`src/logic/ciu_pkg.sv`:
```
// constants, opcodes and state type shared by the compare instruction unit
package ciu_pkg;

  ////////////////////////////////////////////////////////////////////////////////
  // first bytes and second bytes of the handled compare group
  localparam logic [7:0] OPC_PFX8 = 8'hCE;      // prefix for 8-bit memory forms
  localparam logic [7:0] OPC_PFX16 = 8'hCF;     // prefix for 16-bit pair forms
  localparam logic [7:0] OPC_HL_IMM = 8'h35;    // memory pointer location vs immediate
  localparam logic [7:0] OPC_HL_IDX = 8'h36;    // 36/37: low bit picks index register
  localparam logic [7:0] OPC_BA_RP = 8'h18;     // 18..1B: accumulator pair vs pair
  localparam logic [7:0] OPC_HL_RP = 8'h38;     // 38..3B: memory pointer vs pair
  localparam logic [7:0] OPC_SP_RP = 8'h5C;     // 5C/5D: stack pointer vs pair
  localparam logic [7:0] OPC_SP_IMM = 8'h6C;    // stack pointer vs 16-bit immediate
  localparam logic [7:0] OPC_IMM16 = 8'hD4;     // D4..D7: pair vs 16-bit immediate

  ////////////////////////////////////////////////////////////////////////////////
  // cycle counts per instruction form
  localparam int CYC_LONG = 4;                  // prefixed forms
  localparam int CYC_SHORT = 3;                 // single opcode with immediate word

  ////////////////////////////////////////////////////////////////////////////////
  // flag byte layout: high nibble is interrupt level, unpack and decimal
  localparam int FLG_Z = 0;                     // zero
  localparam int FLG_C = 1;                     // carry (borrow)
  localparam int FLG_V = 2;                     // overflow
  localparam int FLG_N = 3;                     // sign

  ////////////////////////////////////////////////////////////////////////////////
  // reset values
  localparam logic [7:0] FLAGS_RST = 8'h00;     // flag image after reset
  localparam logic [7:0] PAGE_FLAT = 8'h00;     // page used outside the banked models
  localparam logic [15:0] WORD_RST = 16'h0000;  // operand and result registers
  localparam logic [23:0] ADDR_RST = 24'h000000; // memory address register
  localparam logic READY_RST = 1'b1;            // idle takes bytes at once

  // sequencer states
  typedef enum logic [3:0] {
    S_IDLE, S_PFX_CE, S_PFX_CF, S_IMM8, S_IMM_LO, S_IMM_HI,
    S_RD_HL, S_WT_HL, S_RD_IR, S_WT_IR, S_EXEC
  } ciu_state_t;

endpackage : ciu_pkg

```
`src/logic/ciu_core_if.sv`:
```
// carrier between the sequencer, the subtractor and the address former
`timescale 1ns/1ns
`default_nettype none
interface ciu_core_if;
  logic [15:0] alu_a;     // minuend
  logic [15:0] alu_b;     // subtrahend
  logic alu_wide;         // 1: 16-bit compare
  logic [15:0] alu_diff;  // difference
  logic alu_n;            // sign of difference
  logic alu_v;            // signed overflow
  logic alu_c;            // unsigned borrow
  logic alu_z;            // difference is zero
  logic agu_idx;          // 1: index-pointed access
  logic agu_idx_sel;      // 0: first index, 1: second index
  logic [15:0] agu_hl;    // memory pointer pair
  logic [15:0] agu_ix;    // first index register
  logic [15:0] agu_iy;    // second index register
  logic [7:0] agu_ep;     // extended page
  logic [7:0] agu_xp;     // first index page
  logic [7:0] agu_yp;     // second index page
  logic agu_banked;       // banked memory model active
  logic [23:0] agu_addr;  // page and offset

  modport core (output alu_a, alu_b, alu_wide, agu_idx, agu_idx_sel, agu_hl, agu_ix,
                agu_iy, agu_ep, agu_xp, agu_yp, agu_banked,
                input alu_diff, alu_n, alu_v, alu_c, alu_z, agu_addr);
  modport alu (input alu_a, alu_b, alu_wide, output alu_diff, alu_n, alu_v, alu_c, alu_z);
  modport agu (input agu_idx, agu_idx_sel, agu_hl, agu_ix, agu_iy, agu_ep, agu_xp, agu_yp,
               agu_banked, output agu_addr);
endinterface : ciu_core_if
`default_nettype wire

```
`src/logic/ciu_sub_unit.sv`:
```
// subtractor and flag former for 8- and 16-bit compares
`timescale 1ns/1ns
`default_nettype none
module ciu_sub_unit
  import ciu_pkg::*;
(
  ciu_core_if.alu bus  // operands in, difference and flags out
);
  ////////////////////////////////////////////////////////////////////////////////
  // both widths computed in parallel, the width bit picks one
  logic [16:0] d16;   // 16-bit difference with borrow
  logic [8:0] d8;     // 8-bit difference with borrow
  logic a_msb;        // sign of minuend at the chosen width
  logic b_msb;        // sign of subtrahend at the chosen width
  assign d16 = {1'b0, bus.alu_a} - {1'b0, bus.alu_b};
  assign d8 = {1'b0, bus.alu_a[7:0]} - {1'b0, bus.alu_b[7:0]};
  assign bus.alu_diff = bus.alu_wide ? d16[15:0] : {8'h00, d8[7:0]};
  assign a_msb = bus.alu_wide ? bus.alu_a[15] : bus.alu_a[7];
  assign b_msb = bus.alu_wide ? bus.alu_b[15] : bus.alu_b[7];
  // sign, borrow, zero and overflow at operand width
  assign bus.alu_n = bus.alu_wide ? d16[15] : d8[7];
  assign bus.alu_c = bus.alu_wide ? d16[16] : d8[8];
  assign bus.alu_z = (bus.alu_diff == WORD_RST);
  // overflow only when signs differ and the result left the minuend's sign
  assign bus.alu_v = (a_msb != b_msb) && (bus.alu_n != a_msb);
endmodule : ciu_sub_unit
`default_nettype wire

```
`src/logic/ciu_addr_unit.sv`:
```
// forms the paged data address for memory operands
`timescale 1ns/1ns
`default_nettype none
module ciu_addr_unit
  import ciu_pkg::*;
(
  ciu_core_if.agu bus  // pointer selection in, full address out
);
  logic [7:0] page;   // page part of the address
  logic [15:0] ptr;   // offset part of the address
  // index page follows the index register in use
  assign page = !bus.agu_banked ? PAGE_FLAT :
                !bus.agu_idx ? bus.agu_ep :
                bus.agu_idx_sel ? bus.agu_yp : bus.agu_xp;
  assign ptr = !bus.agu_idx ? bus.agu_hl : (bus.agu_idx_sel ? bus.agu_iy : bus.agu_ix);
  assign bus.agu_addr = {page, ptr};
endmodule : ciu_addr_unit
`default_nettype wire

```
`src/logic/ciu_compare_unit.sv`:
```
// sequencer for the compare instruction group: decode, operand fetch, flag update
`timescale 1ns/1ns
`default_nettype none
module ciu_compare_unit
  import ciu_pkg::*;
#(
  parameter int CYC_W = 4  // width of the instruction cycle counter
) (
  input wire logic mclk,                  // core clock, 25 MHz
  input wire logic rst_n,                 // asynchronous reset, active low
  input wire logic code_valid,            // instruction byte offered
  input wire logic [7:0] code_byte,       // instruction byte
  output logic code_ready,                // byte will be taken this cycle
  output logic mem_rd,                    // one-cycle data read request
  output logic [23:0] mem_addr,           // page and offset of the read
  input wire logic mem_rvalid,            // read data present
  input wire logic [7:0] mem_rdata,       // read data
  input wire logic [15:0] reg_ba,         // accumulator pair
  input wire logic [15:0] memory_pointer_pair, // memory pointer pair
  input wire logic [15:0] first_index_reg,     // first index register
  input wire logic [15:0] second_index_reg,    // second index register
  input wire logic [15:0] stack_pointer_reg,   // stack pointer
  input wire logic [7:0] extended_page_reg,    // page for pointer accesses
  input wire logic [7:0] first_index_page_reg, // page for first index
  input wire logic [7:0] second_index_page_reg, // page for second index
  input wire logic banked_memory_models,  // banked model selected
  input wire logic [7:0] flags_in,        // current flag byte
  output logic [7:0] flags_out,           // new flag byte
  output logic flags_we,                  // one-cycle write of flags_out
  output logic busy,                      // instruction in progress
  output logic not_mine                   // byte taken is not a handled compare
);

  ////////////////////////////////////////////////////////////////////////////////
  // elaboration check: the counter must reach the longest count
  if (CYC_W < 3) begin : g_chk
    $error("CYC_W too small for the instruction cycle counts");
  end

  localparam logic [CYC_W-1:0] CNT_LONG = CYC_W'(CYC_LONG);   // prefixed forms
  localparam logic [CYC_W-1:0] CNT_SHORT = CYC_W'(CYC_SHORT); // single opcode immediate word forms
  localparam logic [CYC_W-1:0] CNT_ONE = CYC_W'(1);           // count at first byte
  localparam logic [CYC_W-1:0] CNT_MAX = {CYC_W{1'b1}};       // saturation point

  ciu_core_if bus ();  // shared carrier with the two helpers

  ciu_sub_unit u_sub (
    .bus (bus)
  );

  ciu_addr_unit u_addr (
    .bus (bus)
  );

  ////////////////////////////////////////////////////////////////////////////////
  // state and data registers
  ciu_state_t state_ff, nxt_state;     // sequencer
  logic code_ready_ff;                 // byte acceptance
  logic [CYC_W-1:0] cyc_ff, nxt_cyc;   // cycles since the first byte
  logic [CYC_W-1:0] need_ff, nxt_need; // fewest cycles this instruction takes
  logic [15:0] opa_ff, nxt_opa;        // destination operand
  logic [15:0] opb_ff, nxt_opb;        // source operand
  logic wide_ff, nxt_wide;             // 16-bit compare
  logic idx_op_ff, nxt_idx_op;         // second read from index location
  logic idx_sel_ff, nxt_idx_sel;       // which index register
  logic mem_rd_ff;                     // read request pulse
  logic [23:0] mem_addr_ff;            // read address
  logic [7:0] flags_ff;                // flag result
  logic flags_we_ff;                   // flag write pulse
  logic busy_ff;                       // in progress
  logic not_mine_ff;                   // foreign byte pulse
  logic [15:0] res_ff;                 // last difference, kept for checking

  ////////////////////////////////////////////////////////////////////////////////
  // byte decode, all as named wires
  logic take;          // byte accepted on this edge
  logic is_pfx8;       // 8-bit prefix
  logic is_pfx16;      // 16-bit prefix
  logic is_imm16;      // D4..D7 single opcodes
  logic ce_hl_imm;     // second byte 35
  logic ce_hl_idx;     // second byte 36/37
  logic cf_pair;       // 18..1B or 38..3B
  logic cf_sp_rp;      // 5C/5D
  logic cf_sp_imm;     // 6C
  logic cf_known;      // any handled byte after 16-bit prefix
  logic ce_known;      // any handled byte after 8-bit prefix
  logic commit;        // flags written on this edge
  logic [15:0] pair_lo2;  // pair picked by the two-bit select field
  logic [15:0] cf_dst;    // destination picked by the second byte
  logic [15:0] cf_src;    // source picked by the second byte

  assign take = code_valid && code_ready_ff;
  assign is_pfx8 = (code_byte == OPC_PFX8);
  assign is_pfx16 = (code_byte == OPC_PFX16);
  assign is_imm16 = (code_byte[7:2] == OPC_IMM16[7:2]);
  assign ce_hl_imm = (code_byte == OPC_HL_IMM);
  assign ce_hl_idx = (code_byte[7:1] == OPC_HL_IDX[7:1]);
  assign cf_pair = (code_byte[7:2] == OPC_BA_RP[7:2]) || (code_byte[7:2] == OPC_HL_RP[7:2]);
  assign cf_sp_rp = (code_byte[7:1] == OPC_SP_RP[7:1]);
  assign cf_sp_imm = (code_byte == OPC_SP_IMM);
  assign cf_known = cf_pair || cf_sp_rp || cf_sp_imm;
  assign ce_known = ce_hl_imm || ce_hl_idx;
  assign commit = (state_ff == S_EXEC) && (cyc_ff >= need_ff);

  // the two-bit pair select field: 00 acc pair, 01 pointer, 10/11 index
  assign pair_lo2 = (code_byte[1:0] == 2'h0) ? reg_ba :
                    (code_byte[1:0] == 2'h1) ? memory_pointer_pair :
                    (code_byte[1:0] == 2'h2) ? first_index_reg : second_index_reg;
  // bit 6 marks the stack pointer forms, bit 5 the pointer-pair forms
  assign cf_dst = code_byte[6] ? stack_pointer_reg :
                  code_byte[5] ? memory_pointer_pair : reg_ba;
  assign cf_src = cf_sp_rp ? (code_byte[0] ? memory_pointer_pair : reg_ba) : pair_lo2;

  ////////////////////////////////////////////////////////////////////////////////
  // carrier hook-up: operands to the subtractor, pointers to the address former
  assign bus.alu_a = opa_ff;
  assign bus.alu_b = opb_ff;
  assign bus.alu_wide = wide_ff;
  assign bus.agu_idx = (state_ff == S_RD_IR);
  assign bus.agu_idx_sel = idx_sel_ff;
  assign bus.agu_hl = memory_pointer_pair;
  assign bus.agu_ix = first_index_reg;
  assign bus.agu_iy = second_index_reg;
  assign bus.agu_ep = extended_page_reg;
  assign bus.agu_xp = first_index_page_reg;
  assign bus.agu_yp = second_index_page_reg;
  assign bus.agu_banked = banked_memory_models;

  ////////////////////////////////////////////////////////////////////////////////
  // next state: bytes in order, then reads, then wait out the cycle count
  always_comb begin
    nxt_state = state_ff;
    unique case (state_ff)
      S_IDLE: begin
        if (take && is_pfx8) nxt_state = S_PFX_CE;
        else if (take && is_pfx16) nxt_state = S_PFX_CF;
        else if (take && is_imm16) nxt_state = S_IMM_LO;
      end
      S_PFX_CE: begin
        if (take) nxt_state = ce_hl_imm ? S_IMM8 : (ce_hl_idx ? S_RD_HL : S_IDLE);
      end
      S_PFX_CF: begin
        if (take) nxt_state = cf_sp_imm ? S_IMM_LO : ((cf_pair || cf_sp_rp) ? S_EXEC : S_IDLE);
      end
      S_IMM8: if (take) nxt_state = S_RD_HL;
      S_IMM_LO: if (take) nxt_state = S_IMM_HI;       // low byte first
      S_IMM_HI: if (take) nxt_state = S_EXEC;         // then high byte
      S_RD_HL: nxt_state = S_WT_HL;
      S_WT_HL: if (mem_rvalid) nxt_state = idx_op_ff ? S_RD_IR : S_EXEC;
      S_RD_IR: nxt_state = S_WT_IR;
      S_WT_IR: if (mem_rvalid) nxt_state = S_EXEC;
      S_EXEC: if (commit) nxt_state = S_IDLE;
    endcase
  end

  ////////////////////////////////////////////////////////////////////////////////
  // operand capture; memory bytes arrive zero-extended into the low lane
  always_comb begin
    nxt_opa = opa_ff;
    nxt_opb = opb_ff;
    nxt_wide = wide_ff;
    nxt_need = need_ff;
    nxt_idx_op = idx_op_ff;
    nxt_idx_sel = idx_sel_ff;
    if (take && state_ff == S_IDLE) begin
      nxt_wide = !is_pfx8;
      nxt_need = is_imm16 ? CNT_SHORT : CNT_LONG;
      nxt_opa = pair_lo2;                            // D4..D7
    end
    if (take && state_ff == S_PFX_CE) begin
      nxt_idx_op = ce_hl_idx;
      nxt_idx_sel = code_byte[0];                    // index select bit
    end
    if (take && state_ff == S_PFX_CF) begin
      nxt_opa = cf_dst;
      nxt_opb = cf_src;
    end
    if (take && state_ff == S_IMM8) nxt_opb = {8'h00, code_byte};
    if (take && state_ff == S_IMM_LO) nxt_opb[7:0] = code_byte;
    if (take && state_ff == S_IMM_HI) nxt_opb[15:8] = code_byte;
    if (mem_rvalid && state_ff == S_WT_HL) nxt_opa = {8'h00, mem_rdata};
    if (mem_rvalid && state_ff == S_WT_IR) nxt_opb = {8'h00, mem_rdata};
  end

  // cycle counter: one at the first byte, saturating so a long wait cannot wrap
  assign nxt_cyc = (take && state_ff == S_IDLE) ? CNT_ONE :
                   (state_ff == S_IDLE) ? '0 :
                   (cyc_ff == CNT_MAX) ? cyc_ff : cyc_ff + CNT_ONE;

  ////////////////////////////////////////////////////////////////////////////////
  // sequencer and counter registers
  always_ff @(posedge mclk or negedge rst_n) begin
    if (!rst_n) begin
      state_ff <= S_IDLE;
      cyc_ff <= '0;
      code_ready_ff <= READY_RST;
      busy_ff <= 1'b0;
    end else begin
      state_ff <= nxt_state;
      cyc_ff <= nxt_cyc;
      code_ready_ff <= (nxt_state inside {S_IDLE, S_PFX_CE, S_PFX_CF, S_IMM8,
                                          S_IMM_LO, S_IMM_HI});
      busy_ff <= (nxt_state != S_IDLE);
    end
  end

  // operand registers
  always_ff @(posedge mclk or negedge rst_n) begin
    if (!rst_n) begin
      opa_ff <= WORD_RST;
      opb_ff <= WORD_RST;
      wide_ff <= 1'b0;
      need_ff <= CNT_LONG;
      idx_op_ff <= 1'b0;
      idx_sel_ff <= 1'b0;
    end else begin
      opa_ff <= nxt_opa;
      opb_ff <= nxt_opb;
      wide_ff <= nxt_wide;
      need_ff <= nxt_need;
      idx_op_ff <= nxt_idx_op;
      idx_sel_ff <= nxt_idx_sel;
    end
  end

  // read port: request only, there is no write path so operands stay intact
  always_ff @(posedge mclk or negedge rst_n) begin
    if (!rst_n) begin
      mem_rd_ff <= 1'b0;
      mem_addr_ff <= ADDR_RST;
    end else begin
      mem_rd_ff <= (state_ff == S_RD_HL) || (state_ff == S_RD_IR);
      if (state_ff == S_RD_HL || state_ff == S_RD_IR) mem_addr_ff <= bus.agu_addr;
    end
  end

  // flag result: low nibble from the subtractor, high nibble passed through
  always_ff @(posedge mclk or negedge rst_n) begin
    if (!rst_n) begin
      flags_ff <= FLAGS_RST;
      flags_we_ff <= 1'b0;
      res_ff <= WORD_RST;
    end else begin
      flags_we_ff <= commit;
      if (commit) flags_ff <= {flags_in[7:4], bus.alu_n, bus.alu_v,
                               bus.alu_c, bus.alu_z};
      if (commit) res_ff <= bus.alu_diff;
    end
  end

  // foreign byte: lets the core hand the byte to another decoder
  always_ff @(posedge mclk or negedge rst_n) begin
    if (!rst_n) not_mine_ff <= 1'b0;
    else not_mine_ff <= take && ((state_ff == S_IDLE && !is_pfx8 && !is_pfx16 && !is_imm16)
                                 || (state_ff == S_PFX_CE && !ce_known)
                                 || (state_ff == S_PFX_CF && !cf_known));
  end

  assign code_ready = code_ready_ff;
  assign mem_rd = mem_rd_ff;
  assign mem_addr = mem_addr_ff;
  assign flags_out = flags_ff;
  assign flags_we = flags_we_ff;
  assign busy = busy_ff;
  assign not_mine = not_mine_ff;
endmodule : ciu_compare_unit
`default_nettype wire

```
`config.mk`:
```
export PLATFORM = sky130hd
export DESIGN_NAME = ciu_compare_unit
export DESIGN_NICKNAME = d
export VERILOG_FILES = /design/src/logic/ciu_pkg.sv /design/src/logic/ciu_core_if.sv /design/src/logic/ciu_sub_unit.sv /design/src/logic/ciu_addr_unit.sv /design/src/logic/ciu_compare_unit.sv
export SDC_FILE = /design/constraint.sdc
export NUM_CORES = 1
export LEC_CHECK = 0
export BUFFER_PORTS_ARGS = -buffer_cell sky130_fd_sc_hd__buf_2
export CAP_MARGIN = 30
export CORE_MARGIN = 2
export CORE_UTILIZATION = 50
export DETAILED_ROUTE_END_ITERATION = 16
export PLACE_DENSITY = 0.77
export SLEW_MARGIN = 0
export SYNTH_ARGS = -nofsm -noshare
export SYNTH_HDL_FRONTEND = slang
export SYNTH_SLANG_ARGS = --single-unit
```
`constraint.sdc`:
```
create_clock -name mclk -period 3.3 [get_ports mclk]
set_input_delay 0.66 -clock mclk [delete_from_list [all_inputs] [get_ports mclk]]
set_output_delay 0.66 -clock mclk [all_outputs]
set_load 0.01 [all_outputs]
```
# Word-level counts from Yosys, hierarchy flattened
# Index checks and enable logic that the tools add are counted.
[op_classes]
n_addsub = 3
mul = 0
div = 0
magnitude_cmp = 1
n_eq_ne = 30
shift = 0
muxes = 46
bitwise_logic = 0
reduce_logical = 41
[op_table]
columns = ["cell", "count"]
rows = [
  ["$mux 16", 16],
  ["$mux 4", 16],
  ["$pmux 4 s11", 1],
  ["$mux 8", 5],
  ["$eq 4x3->1 const B", 6],
  ["$logic_and 1x1->1", 20],
  ["$sub 16x16->17", 1],
  ["$eq 4x2->1 const B", 4],
  ["$eq 4x4->1 const B", 4],
  ["$eq 8x8->1 const B", 2],
  ["$logic_not 16->1", 1],
  ["$reduce_bool 4->1", 3],
  ["$mux 3", 3],
  ["$sub 8x8->9", 1],
  ["$eq 4x1->1 const B", 2],
  ["$eq 8x6->1 const B", 1],
  ["$eq 8x7->1 const B", 1],
  ["$logic_not 4->1", 2],
  ["$eq 7x5->1 const B", 1],
  ["$eq 7x6->1 const B", 1],
  ["$logic_or 1x1->1", 7],
  ["$eq 6x3->1 const B", 1],
  ["$eq 6x4->1 const B", 1],
  ["$eq 6x6->1 const B", 1],
  ["12 further kinds", 20],
]
[totals]
register_bits = 84
latch_bits = 0
ramBits = 0
rom_bits = 0
input_bits = 133
output_inout_bits = 37
wordCells = 137
memories = 0

# Logic depth before layout (Yosys ltp)
# Gate-level depths: netlist of run 1.
[depth]
depth_word = 9
ltp_mapped = 12

# By module
# Synthesis of run 1 repeated with hierarchy kept, for this count alone.
[hier_totals]
hier_cells = 649
area_unflattened_um2 = 6296.0
[by_module_without_submodules]
columns = ["module", "instances", "cells_per_inst", "area_per_inst_um2"]
rows = [
  ["ciu_compare_unit", 1, 433, 4778.3],
  ["ciu_sub_unit", 1, 136, 982.2],
  ["ciu_addr_unit", 1, 80, 535.5],
]

# Least setup slack after synthesis of run 1
# OpenSTA, ideal clock, no wires.
[synth_timing]
path_type = "reg2reg"
from = "reg opa_ff[0] (netlist: bus.alu_a[0])"
to = "reg flags_ff[0] (netlist: flags_out[0])"
arrival_time_ns = 2.222
required_ns = 3.208
setup_slack_ns = 0.986
path_stages_with_launch = 13
path_buffers = 0
cell_sequence = "dfrtp_1 -> inv_1 -> ha_1 -> inv_1 -> fa_1 -> nand3_1 -> nand2_1 -> xnor2_1 -> nand3_1 -> nor4_4 -> nand4_1 -> a2111o_1 -> o31ai_2"
[synth_via]
elab_chain_cells = 3
[synth_lines]
columns = ["item", "line", "source"]
rows = [
  ["from (decl)", "ciu_compare_unit.sv:61", "logic [15:0] opa_ff, nxt_opa;"],
  ["from (signal assigned)", "ciu_compare_unit.sv:217", "opa_ff <= nxt_opa;"],
  ["$sub 16x16->17 / $sub 8x8->9 (equally long branches)", "ciu_sub_unit.sv:15, ciu_sub_unit.sv:16", ""],
  ["$mux 16 *", "ciu_sub_unit.sv:17", "assign bus.alu_diff = bus.alu_wide ? d16[15:0] : {8'h00, d8[7:0]};"],
  ["$logic_not 16->1 *", "ciu_sub_unit.sv:23", "assign bus.alu_z = (bus.alu_diff == WORD_RST);"],
  ["to (signal assigned)", "ciu_compare_unit.sv:245", "if (commit) flags_ff <= {flags_in[7:4], bus.alu_n, bus.alu_v,"],
  ["to (decl)", "ciu_compare_unit.sv:68", "logic [7:0] flags_ff;"],
]
# Every way passes the cells marked *; elsewhere a longest branch is shown, timed or not.
# A chain may end at the register's enable or synchronous reset.

# Worst setup path after layout of run 1
[layout_timing]
from = "reg state_ff[1]"
to = "reg opa_ff[10] (netlist: bus.alu_a[10])"
[layout_via]
elab_chain_cells = 4
[layout_lines]
columns = ["item", "line", "source"]
rows = [
  ["from (decl)", "ciu_compare_unit.sv:57", "ciu_state_t state_ff, nxt_state;"],
  ["from (signal assigned)", "ciu_compare_unit.sv:199", "state_ff <= nxt_state;"],
  ["$eq 4x2->1", "ciu_compare_unit.sv:174", "if (take && state_ff == S_PFX_CF) begin"],
  ["$logic_and 1x1->1", "ciu_compare_unit.sv:174", ""],
  ["$mux 16", "ciu_compare_unit.sv:174", ""],
  ["$mux 16", "ciu_compare_unit.sv:181", "if (mem_rvalid && state_ff == S_WT_HL) nxt_opa = {8'h00, mem_rdata};"],
]
# Several ways; a longest one is shown, not always the timed one.

==> impl_metrics.toml, run 1 <==
[grt]
grt.overflow.total = 0
grt_usage_pct = 27.96
grt_max_degree = 52
grt_first_pass_wirelength_um = 29090
antenna_found_initial = 0
grt_pass1_vias = 5693

[timing]
layout_min_cycle_time_ns = 2.680
max_slew_margin_pct = 30.74
fmax_ghz = 0.3731
setup_viol = 0
finalWorstSetupSlack_ns = 0.6196
drv_slew = 0
whs_ns = 0.3297
totalNegativeSetupSlack_ns = 0
grt_setup_unrepaired = "false"
skew_ns = 0.009297
worstMarginPinSlew_ns = 1.031
period_share_pct = 81.23
finalHoldViolations = 0

[worst_setup_path]
r2r_cells = 5
critPathMaxStageDelay_ns = 0.73
r2r_end = "bus.alu_a[10]"
cp-end-kind = "flip-flop"
crit_path_cell_trace = "nor4_2 -> nor2b_1 -> nor2_1 -> a221oi_1 -> a21oi_1"
worst_r2r_startpoint = "state_ff[1]"
cp_max_fo = 22
rrSetupSlack_ns = 0.62
critPathKind = "flip-flop to flip-flop"
startpoint = "state_ff[1]"
cp_data_arrival_time_ns = 2.86
crit_required_ns = 3.48
start_kind = "flip-flop"
slowest_stage = "nor4_2"

[yosys]
ys_seq_elements = 82
synthArstFlopShare_pct = 100.0
synth_cell_types = 73
syn_area_per_cell_sq_um = 8.581
synthFlopType = "dfrtp_1"
syn_inst = 719
synth_seq_area_share_pct = 33.30
synth_edf_count = 0
syn_nets = 873
yosysWarningCount = 0
syn_area_sq_um = 6170

[pwr]
switching_power_w = 0.0006010
combinationalPowerShare_pct = 13.4
p_leak_nw = 3.372
pwr-share-seq_pct = 44.3
ir_worst_vdd_mv = 0.2031
pwr-share-clk_pct = 42.3
powerDensity_nw_per_um2 = 314.3
swShare_pct = 25.90
internal-power_w = 0.001720

[layout]
multi_input_area_sq_um = 3792
final_cell_mix = "buf_2, nand2_1, dfrtp_1, a21oi_1, o21ai_0"
area_growth_pct = 19.65
fin_nets = 1020
n_antenna_cell = 0
final_common_cell = "buf_2"
fillers = 1068
seqCellArea_sq_um = 2054
fin_cells = 1018
drive_above_1_share_pct = 27.55

[routing]
wl_um = 18110
post_drt_wl_per_cell_um = 17.79
drtIter0Drc = 552
via_per_inst = 6.059
drc_errors = 0
routed-via-count = 6168
drt_pre_antenna_iters = 5
ant_nets = 0

[min_path]
min_path_type = "input pin to asynchronous set/reset pin"

[clocking]
post_cts_buffers = 0
tritoncts = "built"
numCtsBuffers = 9
postCtsHoldBufs = 0
cts.clk_slew.worst_paths_ns = 0.06
cts.path.max_buffers = 2
ctsRootBufferMaster = "clkbuf_16"
cts-htree-levels = 3
cts_resized = 0
numClockSinks = 82
worst_skew_pair.late_latency_ns = 0.35

[run_status]
status = "complete, no violations"

[placement]
hpwl_um = 13900
pre_cts_ws_ns = 0.4569
placed_cells = 1002
port_buffers = 165
routabilityCongestion = 0.9813

[floorplanning]
ios = 170
start_util_pct = 51.36
die-height_um = 115.1
dieArea_sq_um = 13240
core-area_sq_um = 12010
rows = 40
die_x_um = 115.1

[job]
cap_violations = 0
## worst max-delay path, delay by kind of cell, from the launching register on
family / cells / cell delay, ns
flip-flops: 1 / 0.62
AO/OA/AOI/OAI: 2 / 0.44
AND/OR/NAND/NOR: 3 / 1.45
## worst max-delay path by stage
stage               slack [ns]             to  cells past startpoint
global route              0.46   flags_out[0]                     12
global placement          0.52           busy                      7
floorplan                 0.99   flags_out[0]                     12
finish                    0.62  bus.alu_a[10]                      5
CTS                       0.70   flags_out[0]                      9
detailed placement        0.46           busy                      7
## logic make-up after synthesis
| logic type | share of synthesized area, % |
|---|---|
| xor+xnor | 1.115 |
| mux | 11.56 |
| simple gates | 20.64 |
| compound gates | 23.73 |
| buf+inv | 5.273 |
| fa+ha+maj | 4.380 |
| flops | 33.30 |
## registers in the layout (all words and copies together) (netlist names)
register	flops
flags_out	8
bus.alu_wide	1
code_ready	1
need_ff	2
flags_we	1
mem_addr	24
bus.alu_a	16
not_mine	1
state_ff	4
bus.agu_idx_sel	1
mem_rd	1
bus.alu_b	16
idx_op_ff	1
cyc_ff	4
busy	1
## area by class of cell
cell class                 count  share of cell area (%)
clock inverter                 5                  0.5085
sequential                    82                   27.83
clock buffer                  11                   3.424
tap                          147                   2.492
inverter                      38                   1.932
multi-input combinational    558                   51.37
timing repair buffer         177                   12.44
## Yosys cell counts, drive strengths merged (3+ instances only)
cell type / number / area share (%)
a211oi: 20 / 2.4
a21o: 6 / 0.75
a21oi: 61 / 5.1
a221o: 7 / 1.1
a221oi: 9 / 1.3
a22o: 9 / 1.3
a22oi: 3 / 0.37
a31oi: 26 / 2.6
and3: 4 / 0.41
buf: 20 / 1.7
clkbuf: 21 / 1.3
dfrtp: 80 / 32
ha: 20 / 4.1
inv: 38 / 2.3
mux2i: 33 / 5.4
mux4: 16 / 5.8
nand2: 99 / 6.1
nand2b: 7 / 0.71
nand3: 13 / 1.1
nand3b: 3 / 0.37
nand4: 4 / 0.51
nand4b: 3 / 0.43
nor2: 56 / 3.7
nor2b: 24 / 2.4
nor3: 14 / 1.4
nor4: 7 / 1.1
o211ai: 3 / 0.53
o21a: 6 / 0.73
o21ai: 59 / 4.8
o22ai: 4 / 0.41
o2bb2ai: 3 / 0.43
or3: 6 / 0.69
or4: 4 / 0.61
xnor2: 5 / 0.83
## power by group through the flow
| stage | logic [W] | clock network, W | registers, W |
|---|---|---|---|
| 2_1_floorplan | 0.000132 | 0 | 0.00105 |
| 3_3_place_gp | 0.000300 | 0 | 0.00105 |
| 3_5_place_dp | 0.000306 | 0 | 0.00105 |
| 4_1_cts | 0.000308 | 0.000987 | 0.00103 |
| 5_1_grt | 0.000337 | 0.00104 | 0.00103 |
| 6_report | 0.000310 | 0.000982 | 0.00103 |
## per-stage QoR
stage / total power (W) / util (%) / cell area (sq um)
3_3_place_gp: 0.001347 / 59.04 / 7092
5_1_grt: 0.002411 / 61.46 / 7382
4_1_cts: 0.002324 / 61.46 / 7382
2_1_floorplan: 0.001186 / - / 6170
6_report: 0.002321 / 61.46 / 7382
3_5_place_dp: 0.001352 / 59.04 / 7092
## per-layer routing
metal / share of wire [%] / GRT usage, % / up-vias / wire, um
met2: 46 / 43.33 / 316 / 8277
met4: 3.0 / 11.89 / 0 / 548
met1: 43 / 38.47 / 2875 / 7833
met3: 8.0 / 5.482 / 39 / 1447
met5: 0 / 0 / - / 0
li1: - / - / 2938 / -
(Power assumes the default switching activity.)
==> inputs of run 2 (changes only) <==
--- a/config.mk
+++ b/config.mk
@@ -8,9 +8,9 @@
 export BUFFER_PORTS_ARGS = -buffer_cell sky130_fd_sc_hd__buf_2
 export CAP_MARGIN = 30
 export CORE_MARGIN = 2
-export CORE_UTILIZATION = 50
+export CORE_UTILIZATION = 49
 export DETAILED_ROUTE_END_ITERATION = 16
-export PLACE_DENSITY = 0.77
+export PLACE_DENSITY = 0.78
 export SLEW_MARGIN = 0
 export SYNTH_ARGS = -nofsm -noshare
 export SYNTH_HDL_FRONTEND = slang
==> constraint.sdc (replaced) <==
create_clock -name mclk -period 2.15 [get_ports mclk]
set_input_delay 0.43 -clock mclk [delete_from_list [all_inputs] [get_ports mclk]]
set_output_delay 0.43 -clock mclk [all_outputs]
set_load 0.01 [all_outputs]
==> run 2 against run 1 <==
  * Critical path type unchanged
  * Clock power is 73% higher
  * Clock skew is 0.0020 ns lower
  * Highest routed layer unchanged
  * Fmax is 8.0% higher
  * Wire length is 10% higher
  * Flip-flop and latch count stayed put
  * Global-route usage is 1.8 points higher
  * The flow now finishes with violations (negative setup slack)
  * Cell area is 13% higher
  * Sequential power is 53% higher
  * Non-clock buffer count is 98 higher
==> impl_metrics.toml, run 2 (same netlist as run 1, synthesis figures left out) <==
[worst_setup_path]
start_kind = "flip-flop"
slowest_stage = "dfrtp_1"
path_delay_family = "simple AND/OR/NAND/NOR gates"
crit_top_cell = "inv_1"
critPathMaxStageDelay_ns = 0.38
cp-end-kind = "flip-flop"
path_buf_inv = 2
cp_max_fo = 4
crit_required_ns = 2.41
critPathKind = "flip-flop to flip-flop"
cp_data_arrival_time_ns = 2.74
crit_path_cell_trace = "inv_1 -> ha_1 -> inv_1 -> fa_2 -> nor3_1 -> or3b_1 -> o2111ai_1 -> nor4_4 -> nand4_1 -> a2111o_1 -> o31ai_2"

[routing]
post_drt_wl_per_cell_um = 17.59
drt_pre_antenna_iters = 5
met1_length_um = 8282
routed-via-count = 6700
highest_layer = "met4"
ant_nets = 0
wl_met3_um = 1735
wl_met2_um = 9198
drc_errors = 0
drtIter0Drc = 573
via_per_inst = 5.898
wl_um = 19980

[min_path]
min_path_type = "input pin to flip-flop"

[grt]
grt_max_degree = 42
grt_first_pass_wirelength_um = 31140
grt_pass1_vias = 6257
grt.overflow.total = 0
grt_usage_pct = 29.79
antenna_found_initial = 0

[placement]
pre_cts_ws_ns = -0.3143
hpwl_um = 15440
port_buffers = 165
routabilityCongestion = 0.9691
placed_cells = 1117

[layout]
final_common_cell = "buf_2"
postLayoutCoreUtil_pct = 68.67
final_cell_mix = "buf_2, buf_4, nand2_1, dfrtp_1, a21oi_1"
largest_register_ffs = 24
area_growth_pct = 35.37
drive_above_1_share_pct = 36.26
n_antenna_cell = 0
fin_cells = 1136
fin_nets = 1118

[pwr]
ir_worst_vdd_mv = 0.3841
p_leak_nw = 3.893
powerDensity_nw_per_um2 = 454.1
total_power_w = 0.003792

[timing]
layout_min_cycle_time_ns = 2.481
finalWorstSetupSlack_ns = -0.3314
drv_slew = 0
skew_ns = 0.007251
fmax_ghz = 0.4030
finalHoldViolations = 0
setup_viol = 5
period_share_pct = 115.4
worstMarginPinSlew_ns = 0.6885
whs_ns = 0.2764
grt_setup_unrepaired = "true"
max_slew_margin_pct = 54.10

[floorplanning]
rows = 40
die-height_um = 116.2
ios = 170
die_x_um = 116.2
dieArea_sq_um = 13500
core-area_sq_um = 12160
start_util_pct = 50.73

[clocking]
worst_skew_pair.late_latency_ns = 0.34
cts.clk_slew.worst_paths_ns = 0.06
cts-htree-levels = 3
numCtsBuffers = 9
cts.path.max_buffers = 2
ctsRootBufferMaster = "clkbuf_16"
tritoncts = "built"
numClockSinks = 82

[run_status]
violations = "negative setup slack"
status = "complete, but fails checks"

[job]
cap_violations = 0
-- run 2: routing by layer --
| metal | vias to the layer above | track usage [%] |
|---|---|---|
| met1 | 3135 | 39.80 |
| met3 | 56 | 5.760 |
| met4 | 0 | 12.54 |
| li1 | 3137 | - |
| met5 | - | 0 |
| met2 | 372 | 47.72 |
-- run 2: repair_timing --
| item | CTS | global route |
|---|---|---|
| buffers inserted | 3 | 0 |
| pin swaps | 4 | 0 |
| resized for setup | 10 | 3 |
| endpoints found under the setup margin | 17 | 20 |
| endpoints found under the hold margin | 18 | 0 |
| hold buffers | 1 | 0 |
-- run 2: report_power, final --
part           internal (W)  switching [W]
registers           0.00157      0.0000135
clock network       0.00108       0.000623
logic              0.000248       0.000266
-- run 2: final timing paths --
kind / startpoint / end / slack, ns / cells after the start
worst max-delay path: bus.alu_a[0] / flags_out[0] / -0.33 / 11
worst min register to register: flags_out[5] / flags_out[5] / 0.47 / 2
max in group asynchronous: rst_n / code_ready / 1.01 / 3
worst min-delay path: flags_in[5] / flags_out[5] / 0.28 / 3
worst max register to register: bus.alu_a[0] / flags_out[0] / -0.33 / 11
min in group asynchronous: rst_n / cyc_ff[3] / 0.51 / 2
-- run 2: worst register-to-register path: cells and delay by family, from the launching register on --
family | cells | cell delay [ns]
simple gates | 4 | 0.75
compound gates | 3 | 0.64
fa+ha+maj | 2 | 0.51
flops | 1 | 0.38
buf+inv | 2 | 0.11
-- run 2: per-stage QoR --
step	TNS (ns)	area (sq um)
final	-0.9419	8352
after global routing	-1.606	8352
after CTS	-0.8605	8339
after detailed placement	-1.314	7929
after global placement	-0.6967	7929
after floorplan	-0.1269	6227
-- run 2: cell type report --
type,count,area [sq um]
Clock buffer,13,260.3
Clock inverter,2,60.06
Fill cell,982,3810
Inverter,38,142.6
Multi-Input combinational cell,558,3918
Sequential cell,82,2054
Tap cell,168,210.2
Timing Repair Buffer,275,1707
